--- config.mk ---
export PLATFORM = sky130hd
export DESIGN_NAME = flex_controller_flat
export DESIGN_NICKNAME = d
export VERILOG_FILES = /design/src/common/flex_init_pkg.sv /design/src/common/flex_bus_if.sv /design/src/verilog/flex_controller.sv /design/src/flat_wrapper.sv
export SDC_FILE = /design/constraint.sdc
export NUM_CORES = 1
export LEC_CHECK = 0
export ABC_AREA = 1
export BUFFER_PORTS_ARGS = -buffer_cell sky130_fd_sc_hd__clkbuf_2
export CAP_MARGIN = 20
export CORE_ASPECT_RATIO = 0.75
export CORE_MARGIN = 2
export CORE_UTILIZATION = 57
export CTS_CLUSTER_DIAMETER = 40
export DETAILED_ROUTE_END_ITERATION = 7
export GPL_TIMING_DRIVEN = 1
export PLACE_DENSITY_LB_ADDON = 0.1
export SLEW_MARGIN = 20
export SYNTH_ARGS = -nofsm -noshare
export SYNTH_HDL_FRONTEND = slang
export SYNTH_SLANG_ARGS = --single-unit
--- constraint.sdc ---
create_clock -name core_clk -period 1.9 [get_ports core_clk]
set_input_delay 0.38 -clock core_clk [delete_from_list [all_inputs] [get_ports core_clk]]
set_output_delay 0.38 -clock core_clk [all_outputs]
set_load 0.005 [all_outputs]
--- src/common/flex_init_pkg.sv ---
package flex_init_pkg;
    // Bus address and data widths (16-bit word, 18-bit bus address)
    localparam int ADDR_W = 18;
    localparam int DATA_W = 16;
    // Register addresses
    localparam logic [17:0] CSR_STD_ADDR  = 18'o777170;
    localparam logic [17:0] CSR_ALT_ADDR  = 18'o777150;
    localparam logic [17:0] ROM_BASE_ADDR = 18'o773000;
    // Boot ROM geometry and entry offsets (byte offsets)
    localparam int ROM_WORDS = 256;
    localparam logic [8:0] ENTRY_STD  = 9'o000;
    localparam logic [8:0] ENTRY_ALT  = 9'o020;
    localparam logic [8:0] ENTRY_ANY  = 9'o040;
    localparam logic [8:0] ENTRY_SKIP = 9'o524;
    // Values the host loads before the any-address entry
    localparam logic [15:0] HOST_R0_VAL   = 16'o000340;
    localparam logic [15:0] HOST_R1_VAL   = 16'o000002;
    localparam logic [17:0] DEV_ADDR_LOC  = 18'o000000;
    // Command/status register fields
    localparam logic [15:0] CSR_INIT_VAL = 16'o040000;
    localparam int CSR_DONE_BIT = 5;
    localparam int CSR_BUSY_BIT = 11;
    localparam logic [15:0] CSR_RESET = 16'h0000;
    // Memory test limits, in words
    localparam logic [17:0] MEM_TEST_TOP = 18'o160000;
    localparam logic [17:0] ROM_ERR_TOP  = 18'o170000;
    // Timing: lamp on time and seek step time
    localparam int CLK_HZ       = 20_000_000;
    localparam int LAMP_US      = 100;
    localparam int LAMP_CYC     = LAMP_US * (CLK_HZ / 1_000_000);
    localparam int STEP_US      = 10;
    localparam int STEP_CYC     = STEP_US * (CLK_HZ / 1_000_000);
    localparam int TRACKS       = 77;
    localparam int SECTOR_WORDS = 64;
    // Host walk states
    typedef enum logic [5:0] {
        H_IDLE = 6'b000001,
        H_PREP = 6'b000010,
        H_INIT = 6'b000100,
        H_WAIT = 6'b001000,
        H_BOOT = 6'b010000,
        H_DONE = 6'b100000
    } host_st_t;
    // Controller init states
    typedef enum logic [4:0] {
        C_IDLE = 5'b00001,
        C_SEEK = 5'b00010,
        C_LOAD = 5'b00100,
        C_READ = 5'b01000,
        C_LAMP = 5'b10000
    } ctl_st_t;
    typedef enum logic [1:0] {
        BOOT_STD  = 2'h0,
        BOOT_ALT  = 2'h1,
        BOOT_ANY  = 2'h2,
        BOOT_SKIP = 2'h3
    } boot_kind_t;
endpackage : flex_init_pkg

--- src/common/flex_bus_if.sv ---
`timescale 1ns/1ps
interface flex_bus_if;
    import flex_init_pkg::*;
    logic [17:0] addr;
    logic [15:0] wdata;
    logic [15:0] rdata;
    logic        wr;
    logic        rd;
    logic        ack;
    logic        busInit;
    modport device (
        input  addr, wdata, wr, rd, busInit,
        output rdata, ack
    );
    modport host (
        output addr, wdata, wr, rd, busInit,
        input  rdata, ack
    );
endinterface : flex_bus_if

--- src/verilog/flex_controller.sv ---
`timescale 1ns/1ps
module flex_controller
    import flex_init_pkg::*;
#(
    parameter int          LAMP_CYCLES = LAMP_CYC,
    parameter int          STEP_CYCLES = STEP_CYC,
    parameter logic [17:0] CSR_ADDR    = CSR_STD_ADDR
) (
    input  wire logic       core_clk,
    input  wire logic       srst,
    input  wire logic       clkEn,
    flex_bus_if.device      bus,
    input  wire logic       powerOk,
    input  wire logic       diskInUnit0,
    input  wire logic       singleDensityMode,
    input  wire logic       mediaDoubleDensity,
    output logic [1:0]      stepOut,
    output logic [1:0]      activityLamp,
    output logic            headLoad,
    output logic            writeEnable,
    output logic            bootable,
    output logic            initBusy
);
    import flex_init_pkg::*;

    logic [15:0] romMem [ROM_WORDS];
    logic [1:0]  pwrSync_q, initSync_q, diskSync_q;
    logic [1:0]  pwrSync_d, initSync_d, diskSync_d;
    logic        pwrPrev_q, pwrPrev_d, initPrev_q, initPrev_d;
    ctl_st_t     st_q, st_d;
    logic [15:0] cnt_q, cnt_d;
    logic [6:0]  track_q, track_d;
    logic [5:0]  word_q, word_d;
    logic [15:0] latch_q, latch_d;
    logic [15:0] rdata_q, rdata_d;
    logic        ack_q, ack_d;
    logic [15:0] sectorBuf_q [SECTOR_WORDS];
    logic        csrHit, romHit, initReq, pwrUp;
    logic [1:0]  modeSync_q, modeSync_d, densSync_q, densSync_d;
    logic        bootable_q, bootable_d;

    // Boot ROM contents: entry markers; each word holds its own word index
    genvar gi;
    generate
        for (gi = 0; gi < ROM_WORDS; gi++) begin : g_rom
            assign romMem[gi] = 16'(gi);
        end
    endgenerate

    assign csrHit = bus.addr == CSR_ADDR;
    assign romHit = bus.addr[17:9] == ROM_BASE_ADDR[17:9];
    assign pwrUp  = pwrSync_q[1] && !pwrPrev_q;
    assign initReq = pwrUp || (initSync_q[1] && !initPrev_q)
                   || (bus.wr && csrHit && bus.wdata == CSR_INIT_VAL && pwrSync_q[1]);

    always_comb begin
        pwrSync_d  = {pwrSync_q[0], powerOk};
        initSync_d = {initSync_q[0], bus.busInit};
        diskSync_d = {diskSync_q[0], diskInUnit0};
        modeSync_d = {modeSync_q[0], singleDensityMode};
        densSync_d = {densSync_q[0], mediaDoubleDensity};
        bootable_d = !modeSync_q[1] || !densSync_q[1];
        pwrPrev_d  = pwrSync_q[1];
        initPrev_d = initSync_q[1];
        st_d = st_q;
        cnt_d = cnt_q;
        track_d = track_q;
        word_d = word_q;
        latch_d = latch_q;
        rdata_d = 16'h0000;
        ack_d = 1'b0;
        if (pwrSync_q[1] && (bus.rd || bus.wr) && (csrHit || romHit) && !ack_q) begin
            ack_d = 1'b1;
            if (csrHit) begin
                rdata_d = latch_q;
                rdata_d[CSR_BUSY_BIT] = st_q != C_IDLE;
                rdata_d[CSR_DONE_BIT] = st_q == C_IDLE;
                if (bus.wr) begin
                    latch_d = bus.wdata;
                end
            end else if (romHit && bus.rd) begin
                rdata_d = romMem[bus.addr[8:1]];
            end
        end
        case (st_q)
            C_IDLE: begin
                if (initReq) begin
                    st_d = C_SEEK;
                    track_d = 7'(TRACKS - 1);
                    cnt_d = 16'h0000;
                    latch_d = CSR_RESET;
                end
            end
            C_SEEK: begin
                if (cnt_q == 16'(STEP_CYCLES - 1)) begin
                    cnt_d = 16'h0000;
                    if (track_q == 7'h00) begin
                        st_d = diskSync_q[1] ? C_LOAD : C_LAMP;
                    end else begin
                        track_d = track_q - 7'h01;
                    end
                end else begin
                    cnt_d = cnt_q + 16'h0001;
                end
            end
            C_LOAD: begin
                track_d = 7'h01;
                word_d = 6'h00;
                st_d = C_READ;
            end
            C_READ: begin
                word_d = word_q + 6'h01;
                if (word_q == 6'(SECTOR_WORDS - 1)) begin
                    st_d = C_LAMP;
                end
            end
            C_LAMP: begin
                if (cnt_q == 16'(LAMP_CYCLES - 1)) begin
                    st_d = C_IDLE;
                    cnt_d = 16'h0000;
                end else begin
                    cnt_d = cnt_q + 16'h0001;
                end
            end
            default: st_d = C_IDLE;
        endcase
        if (!pwrSync_q[1]) begin
            st_d = C_IDLE;
        end
    end

    always_ff @(posedge core_clk) begin
        if (srst) begin
            pwrSync_q  <= 2'h0;
            initSync_q <= 2'h0;
            diskSync_q <= 2'h0;
            modeSync_q <= 2'h0;
            densSync_q <= 2'h0;
            bootable_q <= 1'b0;
            pwrPrev_q  <= 1'b0;
            initPrev_q <= 1'b0;
            st_q       <= C_IDLE;
            cnt_q      <= 16'h0000;
            track_q    <= 7'h00;
            word_q     <= 6'h00;
            latch_q    <= CSR_RESET;
            rdata_q    <= 16'h0000;
            ack_q      <= 1'b0;
        end else if (clkEn) begin
            pwrSync_q  <= pwrSync_d;
            initSync_q <= initSync_d;
            diskSync_q <= diskSync_d;
            modeSync_q <= modeSync_d;
            densSync_q <= densSync_d;
            bootable_q <= bootable_d;
            pwrPrev_q  <= pwrPrev_d;
            initPrev_q <= initPrev_d;
            st_q       <= st_d;
            cnt_q      <= cnt_d;
            track_q    <= track_d;
            word_q     <= word_d;
            latch_q    <= latch_d;
            rdata_q    <= rdata_d;
            ack_q      <= ack_d;
        end
    end

    // Preload buffer; pattern stands in for the read channel data
    always_ff @(posedge core_clk) begin
        if (clkEn && st_q == C_READ) begin
            sectorBuf_q[word_q] <= {10'h000, word_q};
        end
    end

    assign bus.rdata = rdata_q;
    assign bus.ack   = ack_q;
    assign stepOut   = {2{st_q == C_SEEK && cnt_q == 16'h0000 && track_q != 7'h00}};
    assign activityLamp = {st_q != C_IDLE && st_q != C_READ && st_q != C_LOAD,
                           st_q != C_IDLE};
    assign headLoad = st_q == C_LOAD || st_q == C_READ;
    assign writeEnable = pwrSync_q[1] && pwrPrev_q && st_q == C_IDLE && latch_q[2];
    // Switch pins are synced first, so the flag lags them by three cycles
    assign bootable = bootable_q;
    assign initBusy = st_q != C_IDLE;
endmodule : flex_controller

--- src/flat_wrapper.sv ---
// flat-port wrapper written by rule: the top's interface ports become plain ports
module flex_controller_flat import flex_init_pkg::*;
#(
    parameter int          LAMP_CYCLES = LAMP_CYC,
    parameter int          STEP_CYCLES = STEP_CYC,
    parameter logic [17:0] CSR_ADDR    = CSR_STD_ADDR
)
  (core_clk, srst, clkEn, powerOk, diskInUnit0, singleDensityMode, mediaDoubleDensity, stepOut, activityLamp, headLoad, writeEnable, bootable, initBusy, bus_addr, bus_wdata, bus_wr, bus_rd, bus_busInit, bus_rdata, bus_ack);
  flex_bus_if bus_i ();
  input  wire logic core_clk;
  input  wire logic srst;
  input  wire logic clkEn;
  input  wire logic powerOk;
  input  wire logic diskInUnit0;
  input  wire logic singleDensityMode;
  input  wire logic mediaDoubleDensity;
  output logic [1:0] stepOut;
  output logic [1:0] activityLamp;
  output logic headLoad;
  output logic writeEnable;
  output logic bootable;
  output logic initBusy;
  input wire logic [$bits(bus_i.addr)-1:0] bus_addr;
  input wire logic [$bits(bus_i.wdata)-1:0] bus_wdata;
  input wire logic [$bits(bus_i.wr)-1:0] bus_wr;
  input wire logic [$bits(bus_i.rd)-1:0] bus_rd;
  input wire logic [$bits(bus_i.busInit)-1:0] bus_busInit;
  output wire logic [$bits(bus_i.rdata)-1:0] bus_rdata;
  output wire logic [$bits(bus_i.ack)-1:0] bus_ack;
  assign bus_i.addr = bus_addr;
  assign bus_i.wdata = bus_wdata;
  assign bus_i.wr = bus_wr;
  assign bus_i.rd = bus_rd;
  assign bus_i.busInit = bus_busInit;
  assign bus_rdata = bus_i.rdata;
  assign bus_ack = bus_i.ack;
  flex_controller #(.LAMP_CYCLES(LAMP_CYCLES), .STEP_CYCLES(STEP_CYCLES), .CSR_ADDR(CSR_ADDR)) u_core (.core_clk(core_clk), .srst(srst), .clkEn(clkEn), .bus(bus_i), .powerOk(powerOk), .diskInUnit0(diskInUnit0), .singleDensityMode(singleDensityMode), .mediaDoubleDensity(mediaDoubleDensity), .stepOut(stepOut), .activityLamp(activityLamp), .headLoad(headLoad), .writeEnable(writeEnable), .bootable(bootable), .initBusy(initBusy));
endmodule
==> impl_metrics.ini, run 1 <==
[worst_setup_path]
crit_slowest_cell = dfxtp_1
r2r_cells = 12
critical_path.max_fanout = 8
critical_path_class = reg2reg
path_common_cell = nand2_2
reg2reg_setup_slack_ns = -0.09
r2r-start = u_core.cnt_q[1]
path_buf_inv = 1
r2r_end = u_core.st_q[0]
worst_setup_path_start_kind = register
cp.required_ns = 2.14
setup.worst_path.end_class = register
crit_family = simple AND/OR/NAND/NOR gates
path_cells = ha_4, nand2_2, inv_1, nand2_1, nor2_1, nand2_1, nand2_2, nand2_2, nor2_4, nand3_4, nand3_1, nand3_1
slowest_delay_ns = 0.45
critPathArrivalTime_ns = 2.23

[synth]
syn_nets = 704
avgSynthCellArea_um2 = 6.56
ys_dominant_reg_cell = dfxtp_1
synth.yosys.seq_area_share_pct = 36.3
synth-edff-count = 0
synth_top_area_share_pct = 36.3
synth_cells = 655
ys_seq_elements = 78
synthArstFlopShare_pct = 0
yosysWarnings = 0
yosysUniqueCellTypes = 37
synth_top_area_cell = dfxtp_1
synth_area_leaders = dfxtp_1, nand2_1, nor2_1
synth_area_um2 = 4300

[global_routing]
grt_use_met3_pct = 7.06
grt_max_degree = 53
top_usage_layer = met2
grtUsageMet2_pct = 48.7
grt_pass1_wl_um = 19400
grt_pass1_vias = 4339
antenna_found_initial = 0
grt-ovfl-total = 0
grt_use_total_pct = 28.7
grt.met1_usage_pct = 36.3

[cells_and_area]
n_fill_cell = 552
utilization_pct = 77.1
layout-drive-gt1-share_pct = 29.7
syn_to_final_growth_pct = 31.5
final_common_cell = nand2_1
fin_nets = 829
layout_common_cells = nand2_1, nor2_1, dfxtp_1
n_antenna_cell = 0

[clocking]
clk_latency_ns = 0.37
clockBufferDepth = 2
holdBufCountCts = 0
cts_root_buf = clkbuf_8
cts_tree = done
cts.clk_slew.worst_paths_ns = 0.08
clkSinkCount = 78
cts_buffers = 9
htreeDepth = 3

[pwr]
power_mw = 3.85
cellPowerDensity_nw_per_um2 = 681
power_leakage_nw = 2.46
ir_drop_mv = 0.339

[sta]
relSlewSlack_pct = 58.2
period_needed_ns = 1.99
final_hold_viol_count = 0
final.period_utilization_pct = 105
setup_viol = 14
rsz0062_at_grt = yes
fin_ws_ns = -0.0914
skew_ns = 0.0121
clock.fmax_mhz = 502
drv_slew = 0
worst_slew_pin_slew_ns = 0.623

[floorplan]
die_w_um = 104
num_rows = 27
die_area_um2 = 8260
dieHeight_um = 79.2
io_pins = 69
start_util_pct = 58.6
core_um2 = 7330

[worst_hold_path]
min_from = bus_busInit
min_to = u_core.initSync_q[0]
hold_depth = 3
hp-class = in2reg

[route]
firstDrtPassIters = 7
viasPerCell = 5.73
drc = 0
detail-route-antenna-nets = 0
drt_wl_total_um = 13700
post_drt_wl_per_cell_um = 15.4
via_count = 5079
drt_iter0_drc = 649

[outcome]
violations = setup timing
status = finished with violations

[placement]
gp_congestion = 0.889
pre_cts_ws_ns = -0.0911
place_hpwl_um = 7880
port_buffers = 68

[run]
max_cap_viol_count = 0
==> routing by layer <==
layer | share of wire, % | routed length (µm)
met5 | 0 | 0
met4 | 4.3 | 583
met3 | 8.7 | 1190
met2 | 47 | 6400
met1 | 40 | 5490
==> kinds of logic (layout without fill, tap and decap cells) <==
kind of cell / count (synthesis) / in the layout / share of synthesized area (%)
flops: 78 / 78 / 36.3
fa+ha+maj: 5 / 5 / 1.46
simple gates: 339 / 342 / 35.5
xor+xnor: 9 / 9 / 1.83
buf+inv: 101 / 228 / 9.64
compound gates: 122 / 122 / 15.0
mux: 1 / 1 / 0.233
==> tightest hold or removal path, stage by stage <==
cell and delay, ns:
clkbuf_2 0.08, nor2_1 0.03, nor2_1 0.08
==> worst max-delay path by stage <==
stage                    startpoint                end  slack, ns  cells after the start
finish              u_core.cnt_q[1]     u_core.st_q[0]      -0.09                     12
global route         u_core.st_q[0]    u_core.cnt_q[9]      -0.20                      9
CTS                  u_core.st_q[2]        writeEnable      -0.09                      8
detailed placement      bus_addr[8]  u_core.track_q[0]      -0.09                     11
global placement        bus_addr[8]  u_core.track_q[6]       0.03                     11
floorplan           u_core.cnt_q[0]     u_core.st_q[2]       0.26                     12
==> layout make-up <==
class	count	area, µm²	share of cell area (%)
multi-input cells	479	2560	45.3
well taps	101	126	2.24
inverters	76	290	5.14
repair buffers	136	895	15.8
flip-flops and latches	78	1590	28.0
clock inverters	5	41.3	0.731
clock buffers	11	151	2.68
==> Yosys cell counts, types with 3 or more instances <==
| cell type | instances |
|---|---|
| nand2_1 | 164 |
| nor2_1 | 83 |
| nand4_1 | 15 |
| nor4_1 | 3 |
| o21ai_0 | 40 |
| o21ai_1 | 3 |
| ha_1 | 5 |
| dfxtp_1 | 78 |
| xor2_1 | 5 |
| clkbuf_1 | 15 |
| nand3_2 | 3 |
| nor3_1 | 7 |
| a21oi_1 | 62 |
| nor2_2 | 6 |
| inv_2 | 6 |
| inv_1 | 70 |
| buf_2 | 4 |
| o22ai_1 | 10 |
| nand3_1 | 43 |
| buf_4 | 4 |
| xnor2_1 | 4 |
| nand2_2 | 4 |
==> state kept, by name, indices dropped and copies added, names as in the netlist, 5 cells and up <==
signal,cells
u_core.latch_q,14
u_core.cnt_q,16
u_core.track_q,7
u_core.word_q,6
u_core.st_q,5
u_core.bus.rdata,16
==> where the power goes <==
group | total (mW) | internal (mW) | switching (mW)
clock network | 1.22 | 0.555 | 0.664
registers | 1.71 | 1.68 | 0.0377
logic | 0.915 | 0.390 | 0.524
total | 3.85 | 2.62 | 1.23
==> through the flow <==
step           std cells  cell area (µm²)  setup TNS (ns)  hold WS, ns
6_report             886             5650          -0.686        0.244
5_1_grt              886             5650           -2.11        0.260
4_1_cts              856             5240          -0.218        0.245
3_5_place_dp         825             4840          -0.601        0.452
3_3_place_gp         825             4840               0        0.428
2_1_floorplan        655             4300               0        0.418
==> what timing repair did <==
action / in CTS / in global routing
pin swaps: 7 / 22
gates resized for setup: 26 / 61
cloned: 0 / 3
buffers inserted: 16 / 27
setup endpoints to repair: 15 / 33
(Power assumes the default switching activity.)
==> run 2, diff against run 1 <==
BUFFER_PORTS_ARGS = -buffer_cell sky130_fd_sc_hd__buf_2   (was -buffer_cell sky130_fd_sc_hd__clkbuf_2)
MAX_ROUTING_LAYER = met4   (was unset)
clock period = 2 ns   (was 1.9 ns; I/O delays follow)
==> impl_metrics.ini, run 2 (synthesis gave the netlist of run 1 again) <==
[outcome]
status = finished, final reports clean

[clocking]
holdBufCountCts = 0
htreeDepth = 3
clkSinkCount = 78
cts_tree = done
clockBufferDepth = 2
cts.clk_slew.worst_paths_ns = 0.08
clk_latency_ns = 0.35
cts_buffers = 9
cts_root_buf = clkbuf_8

[floorplan]
dieHeight_um = 79.2
core_um2 = 7330
start_util_pct = 58.6
io_pins = 69
die_area_um2 = 8260
die_w_um = 104
num_rows = 27

[worst_setup_path]
worst_setup_path_start_kind = register
critPathArrivalTime_ns = 1.53
critical_path_class = reg2out
setup.worst_path.end_class = output port
critical_path.max_fanout = 5
cp.required_ns = 1.60

[sta]
skew_ns = 0.0135
setup_viol = 0
period_needed_ns = 1.93
final.period_utilization_pct = 96.4
final_hold_viol_count = 0
worst_slew_pin_slew_ns = 0.625
clock.fmax_mhz = 519
relSlewSlack_pct = 58.0
rsz0062_at_grt = yes
timing.hold.ws_ns = 0.269
drv_slew = 0

[route]
drc = 0
drt_iter0_drc = 222
firstDrtPassIters = 4
via_count = 4534
detail-route-antenna-nets = 0
post_drt_wl_per_cell_um = 12.7
drt_wl_total_um = 10800
viasPerCell = 5.33

[global_routing]
grt_pass1_wl_um = 17800
grt-ovfl-total = 0
grt_pass1_vias = 4100
grt_use_total_pct = 26.8
grt_max_degree = 53
antenna_found_initial = 0

[pwr]
cellPowerDensity_nw_per_um2 = 647
power_mw = 3.35
ir_drop_mv = 0.368
power_leakage_nw = 2.24

[placement]
place_hpwl_um = 7570
port_buffers = 68
dp_cells = 826
gp_congestion = 0.943

[cells_and_area]
n_antenna_cell = 0
syn_to_final_growth_pct = 20.5
final_cells = 850
layout_common_cells = nand2_1, nor2_1, buf_2, dfxtp_1, inv_1
final_common_cell = nand2_1
fin_nets = 793
layout-drive-gt1-share_pct = 23.5

[worst_hold_path]
hp-class = in2reg

[run]
max_cap_viol_count = 0
-- run 2: cell count changes in the layout (fill, tap and decap cells not counted), sizes merged --
cell / delta
nand3: -1
buf: +33
clkinv: +3
nand3b: -1
clkinvlp: -2
nand2: -1
clkbuf: -67
-- run 2: layer usage --
layer | vias up | GRT usage (%) | share of wire, %
met5 | - | - | 0
met4 | 0 | 7.03 | 0.81
met3 | 7 | 5.91 | 6.6
met2 | 156 | 44.7 | 46
met1 | 2060 | 33.4 | 46
li1 | 2311 | - | -
-- run 2: layout make-up --
class	instances	area, µm²
Tap cell	101	126
Fill cell	640	2150
Sequential cell	78	1580
Clock inverter	6	45.0
Clock buffer	10	138
Multi-Input combinational cell	476	2400
Timing Repair Buffer	103	603
Inverter	76	285
-- run 2: timing repair --
item | in CTS | in global routing
resized for setup | 13 | 25
pin swaps | 4 | 5
endpoints found under the setup margin | 4 | 27
buffers inserted | 5 | 3
-- run 2: critical path, cell delays in order (launching register included) --
cell     delay (ns)
dfxtp_1        0.37
inv_2          0.10
nand3_2        0.09
nor2_4         0.13
inv_2          0.06
nor4_4         0.27
buf_2          0.15
-- run 2: path summary, 6_finish.rpt --
kind                   startpoint              endpoint  slack [ns]  cells after the start
max reg2reg       u_core.cnt_q[1]        u_core.st_q[2]        0.13                     12
min reg2reg  u_core.densSync_q[1]       u_core.bootable        0.44                      1
max              u_core.cnt_q[11]            stepOut[0]        0.07                      6
min             singleDensityMode  u_core.modeSync_q[0]        0.27                      3
-- run 2: power by group --
part           internal (mW)  switching, mW  total [mW]
clock                  0.491          0.621        1.11
combinational          0.232          0.381       0.613
sequential              1.59         0.0314        1.63
total                   2.32           1.03        3.35
-- run 2: stage by stage --
stage / setup slack [ns] / TNS (ns) / cell area, µm² / util (%)
after floorplan: 0.352 / 0 / 4300 / -
after global placement: -0.0475 / -0.563 / 4840 / 66.0
final: 0.0717 / 0 / 5180 / 70.6
after CTS: 0.00282 / 0 / 5090 / 69.4
after detailed placement: -0.192 / -2.31 / 4840 / 66.0
after global routing: -0.0209 / -0.0380 / 5180 / 70.6
==> run 3, diff against run 2 <==
ABC_AREA = unset   (was 1)
CORE_UTILIZATION = 56   (was 57)
==> impl_metrics.ini, run 3 <==
[placement]
gp_congestion = 0.862
place_area_um2 = 4640
place_hpwl_um = 7480
port_buffers = 68
pre_cts_ws_ns = -0.362
dp_cells = 624

[cells_and_area]
utilization_pct = 76.0
fin_nets = 616
final_cells = 656
finalInstanceArea_um2 = 5140
n_antenna_cell = 0
layout-drive-gt1-share_pct = 38.1
layout_common_cells = buf_2, buf_4, dfxtp_1
syn_to_final_growth_pct = 32.5

[pwr]
power_leakage_nw = 2.13
ir_drop_mv = 0.407
p_comb_share_pct = 9.2
switching_share_pct = 27.5
power_mw = 3.00
cellPowerDensity_nw_per_um2 = 582
clkPwrFrac_pct = 38.1
power_frac_seq_pct = 52.7
netSwitchingPower_mw = 0.823
internal-power_mw = 2.17

[sta]
period_needed_ns = 2.16
final_hold_viol_count = 0
worst_slew_pin_slew_ns = 0.541
final.period_utilization_pct = 108
skew_ns = 0.0142
relSlewSlack_pct = 63.9
fin_ws_ns = -0.156
timing.hold.ws_ns = 0.252
rsz0062_at_grt = yes
drv_slew = 0
final.setup.tns_ns = -1.16
clock.fmax_mhz = 464
setup_viol = 14

[synth]
synth.most_common_cell = dfxtp_1
synthArstFlopShare_pct = 0
synth_top_area_share_pct = 40.2
synth_cells = 437
synth.yosys.seq_area_share_pct = 40.2
yosys-top-cells-count = dfxtp_1, nor2_1, nand2_1
ys_dominant_reg_cell = dfxtp_1
synth_top_area_cell = dfxtp_1
syn_nets = 486
yosysUniqueCellTypes = 66
yosysWarnings = 0
avgSynthCellArea_um2 = 8.88
synth_area_leaders = dfxtp_1, nor2_1, mux2i_1
synth_area_um2 = 3880
ys_seq_elements = 78
synth-edff-count = 0

[clocking]
clockBufferDepth = 2
cts.clk_slew.worst_paths_ns = 0.10
clkSinkCount = 78
htreeDepth = 3
cts_root_buf = clkbuf_8
cts_buffers = 9
holdBufCountCts = 0
cts_tree = done
clk_latency_ns = 0.36

[run]
max_cap_viol_count = 0

[global_routing]
antenna_found_initial = 0
grt_use_total_pct = 28.8
grt_max_degree = 25
grt_pass1_vias = 3573
grt_pass1_wl_um = 17200
grt-ovfl-total = 0

[route]
drc = 0
via_count = 3952
drt_iter0_drc = 245
firstDrtPassIters = 5
viasPerCell = 6.02
detail-route-antenna-nets = 0
post_drt_wl_per_cell_um = 16.6
drt_wl_total_um = 10900

[outcome]
status = finished with violations
violations = setup timing

[worst_setup_path]
critical_path.max_fanout = 6
critPathArrivalTime_ns = 2.40
worst_setup_path_start_kind = register
critical_path_class = reg2reg
cp.required_ns = 2.24
cp-startpoint = u_core.track_q[3]
r2r_cells = 8
r2r-start = u_core.track_q[3]
setup.worst_path.end_class = register
reg2reg_setup_slack_ns = -0.16
r2r_end = u_core.track_q[2]
critPathCapture = u_core.track_q[2]

[worst_hold_path]
hp-class = in2reg

[floorplan]
num_rows = 26
core_um2 = 6770
die_area_um2 = 7620
io_pins = 69
dieHeight_um = 76.1
start_util_pct = 57.4
die_w_um = 100
==> run 3: power groups by stage <==
stage | registers [mW] | clock network [mW] | logic (mW)
after global placement | 1.61 | 0 | 0.226
after CTS | 1.58 | 1.17 | 0.244
final | 1.58 | 1.14 | 0.276
after detailed placement | 1.61 | 0 | 0.231
after floorplan | 1.61 | 0 | 0.124
after global routing | 1.58 | 1.23 | 0.296
==> run 3: cell families (layout without fill, tap and decap cells) <==
| kind of cell | Yosys count | in the layout | synth area share (%) |
|---|---|---|---|
| xor+xnor | 5 | 5 | 1.13 |
| fa+ha+maj | 5 | 5 | 1.61 |
| flops | 78 | 78 | 40.2 |
| buf+inv | 40 | 174 | 4.77 |
| mux | 17 | 17 | 4.38 |
| compound gates | 118 | 119 | 22.6 |
| simple gates | 174 | 174 | 25.3 |
==> run 3: layer usage <==
metal	vias to the layer above	track usage, %	part of all wire (%)
met5	-	-	0
met4	0	8.08	1.2
met3	21	5.96	8.4
met2	182	41.7	45
met1	1872	40.8	45
li1	1877	-	-
==> run 3: how the worst min path moves through the flow <==
stage,from,end,slack (ns),cells past startpoint
global route,bus_wdata[10],u_core.latch_q[10],0.24,2
global placement,u_core.densSync_q[1],u_core.bootable,0.45,1
detailed placement,u_core.densSync_q[1],u_core.bootable,0.47,1
finish,bus_wdata[13],u_core.latch_q[13],0.25,2
CTS,bus_wdata[13],u_core.latch_q[13],0.24,2
floorplan,u_core.densSync_q[1],u_core.bootable,0.43,1
==> run 3: final cells by class <==
| cell class | count | area, µm² |
|---|---|---|
| repair buffers | 141 | 907 |
| well taps | 84 | 105 |
| clock inverters | 7 | 63.8 |
| flip-flops and latches | 78 | 1580 |
| inverters | 17 | 63.8 |
| fillers | 499 | 1620 |
| multi-input cells | 320 | 2300 |
| clock buffers | 9 | 124 |
==> run 3: critical path, cell delays in order (launching register included) <==
cell and delay (ns):
dfxtp_2 0.33, or4_4 0.56, nor3b_4 0.26, buf_4 0.16
o211ai_1 0.21, o211ai_4 0.21, buf_6 0.15, or2_1 0.09
a21oi_1 0.06
==> run 3: timing repair <==
action                                  in CTS  in global routing
endpoints found under the setup margin      28                 44
pin swaps                                    5                 20
setup buffers                                1                 14
gates resized for setup                     15                 35
gates cloned                                 0                  1
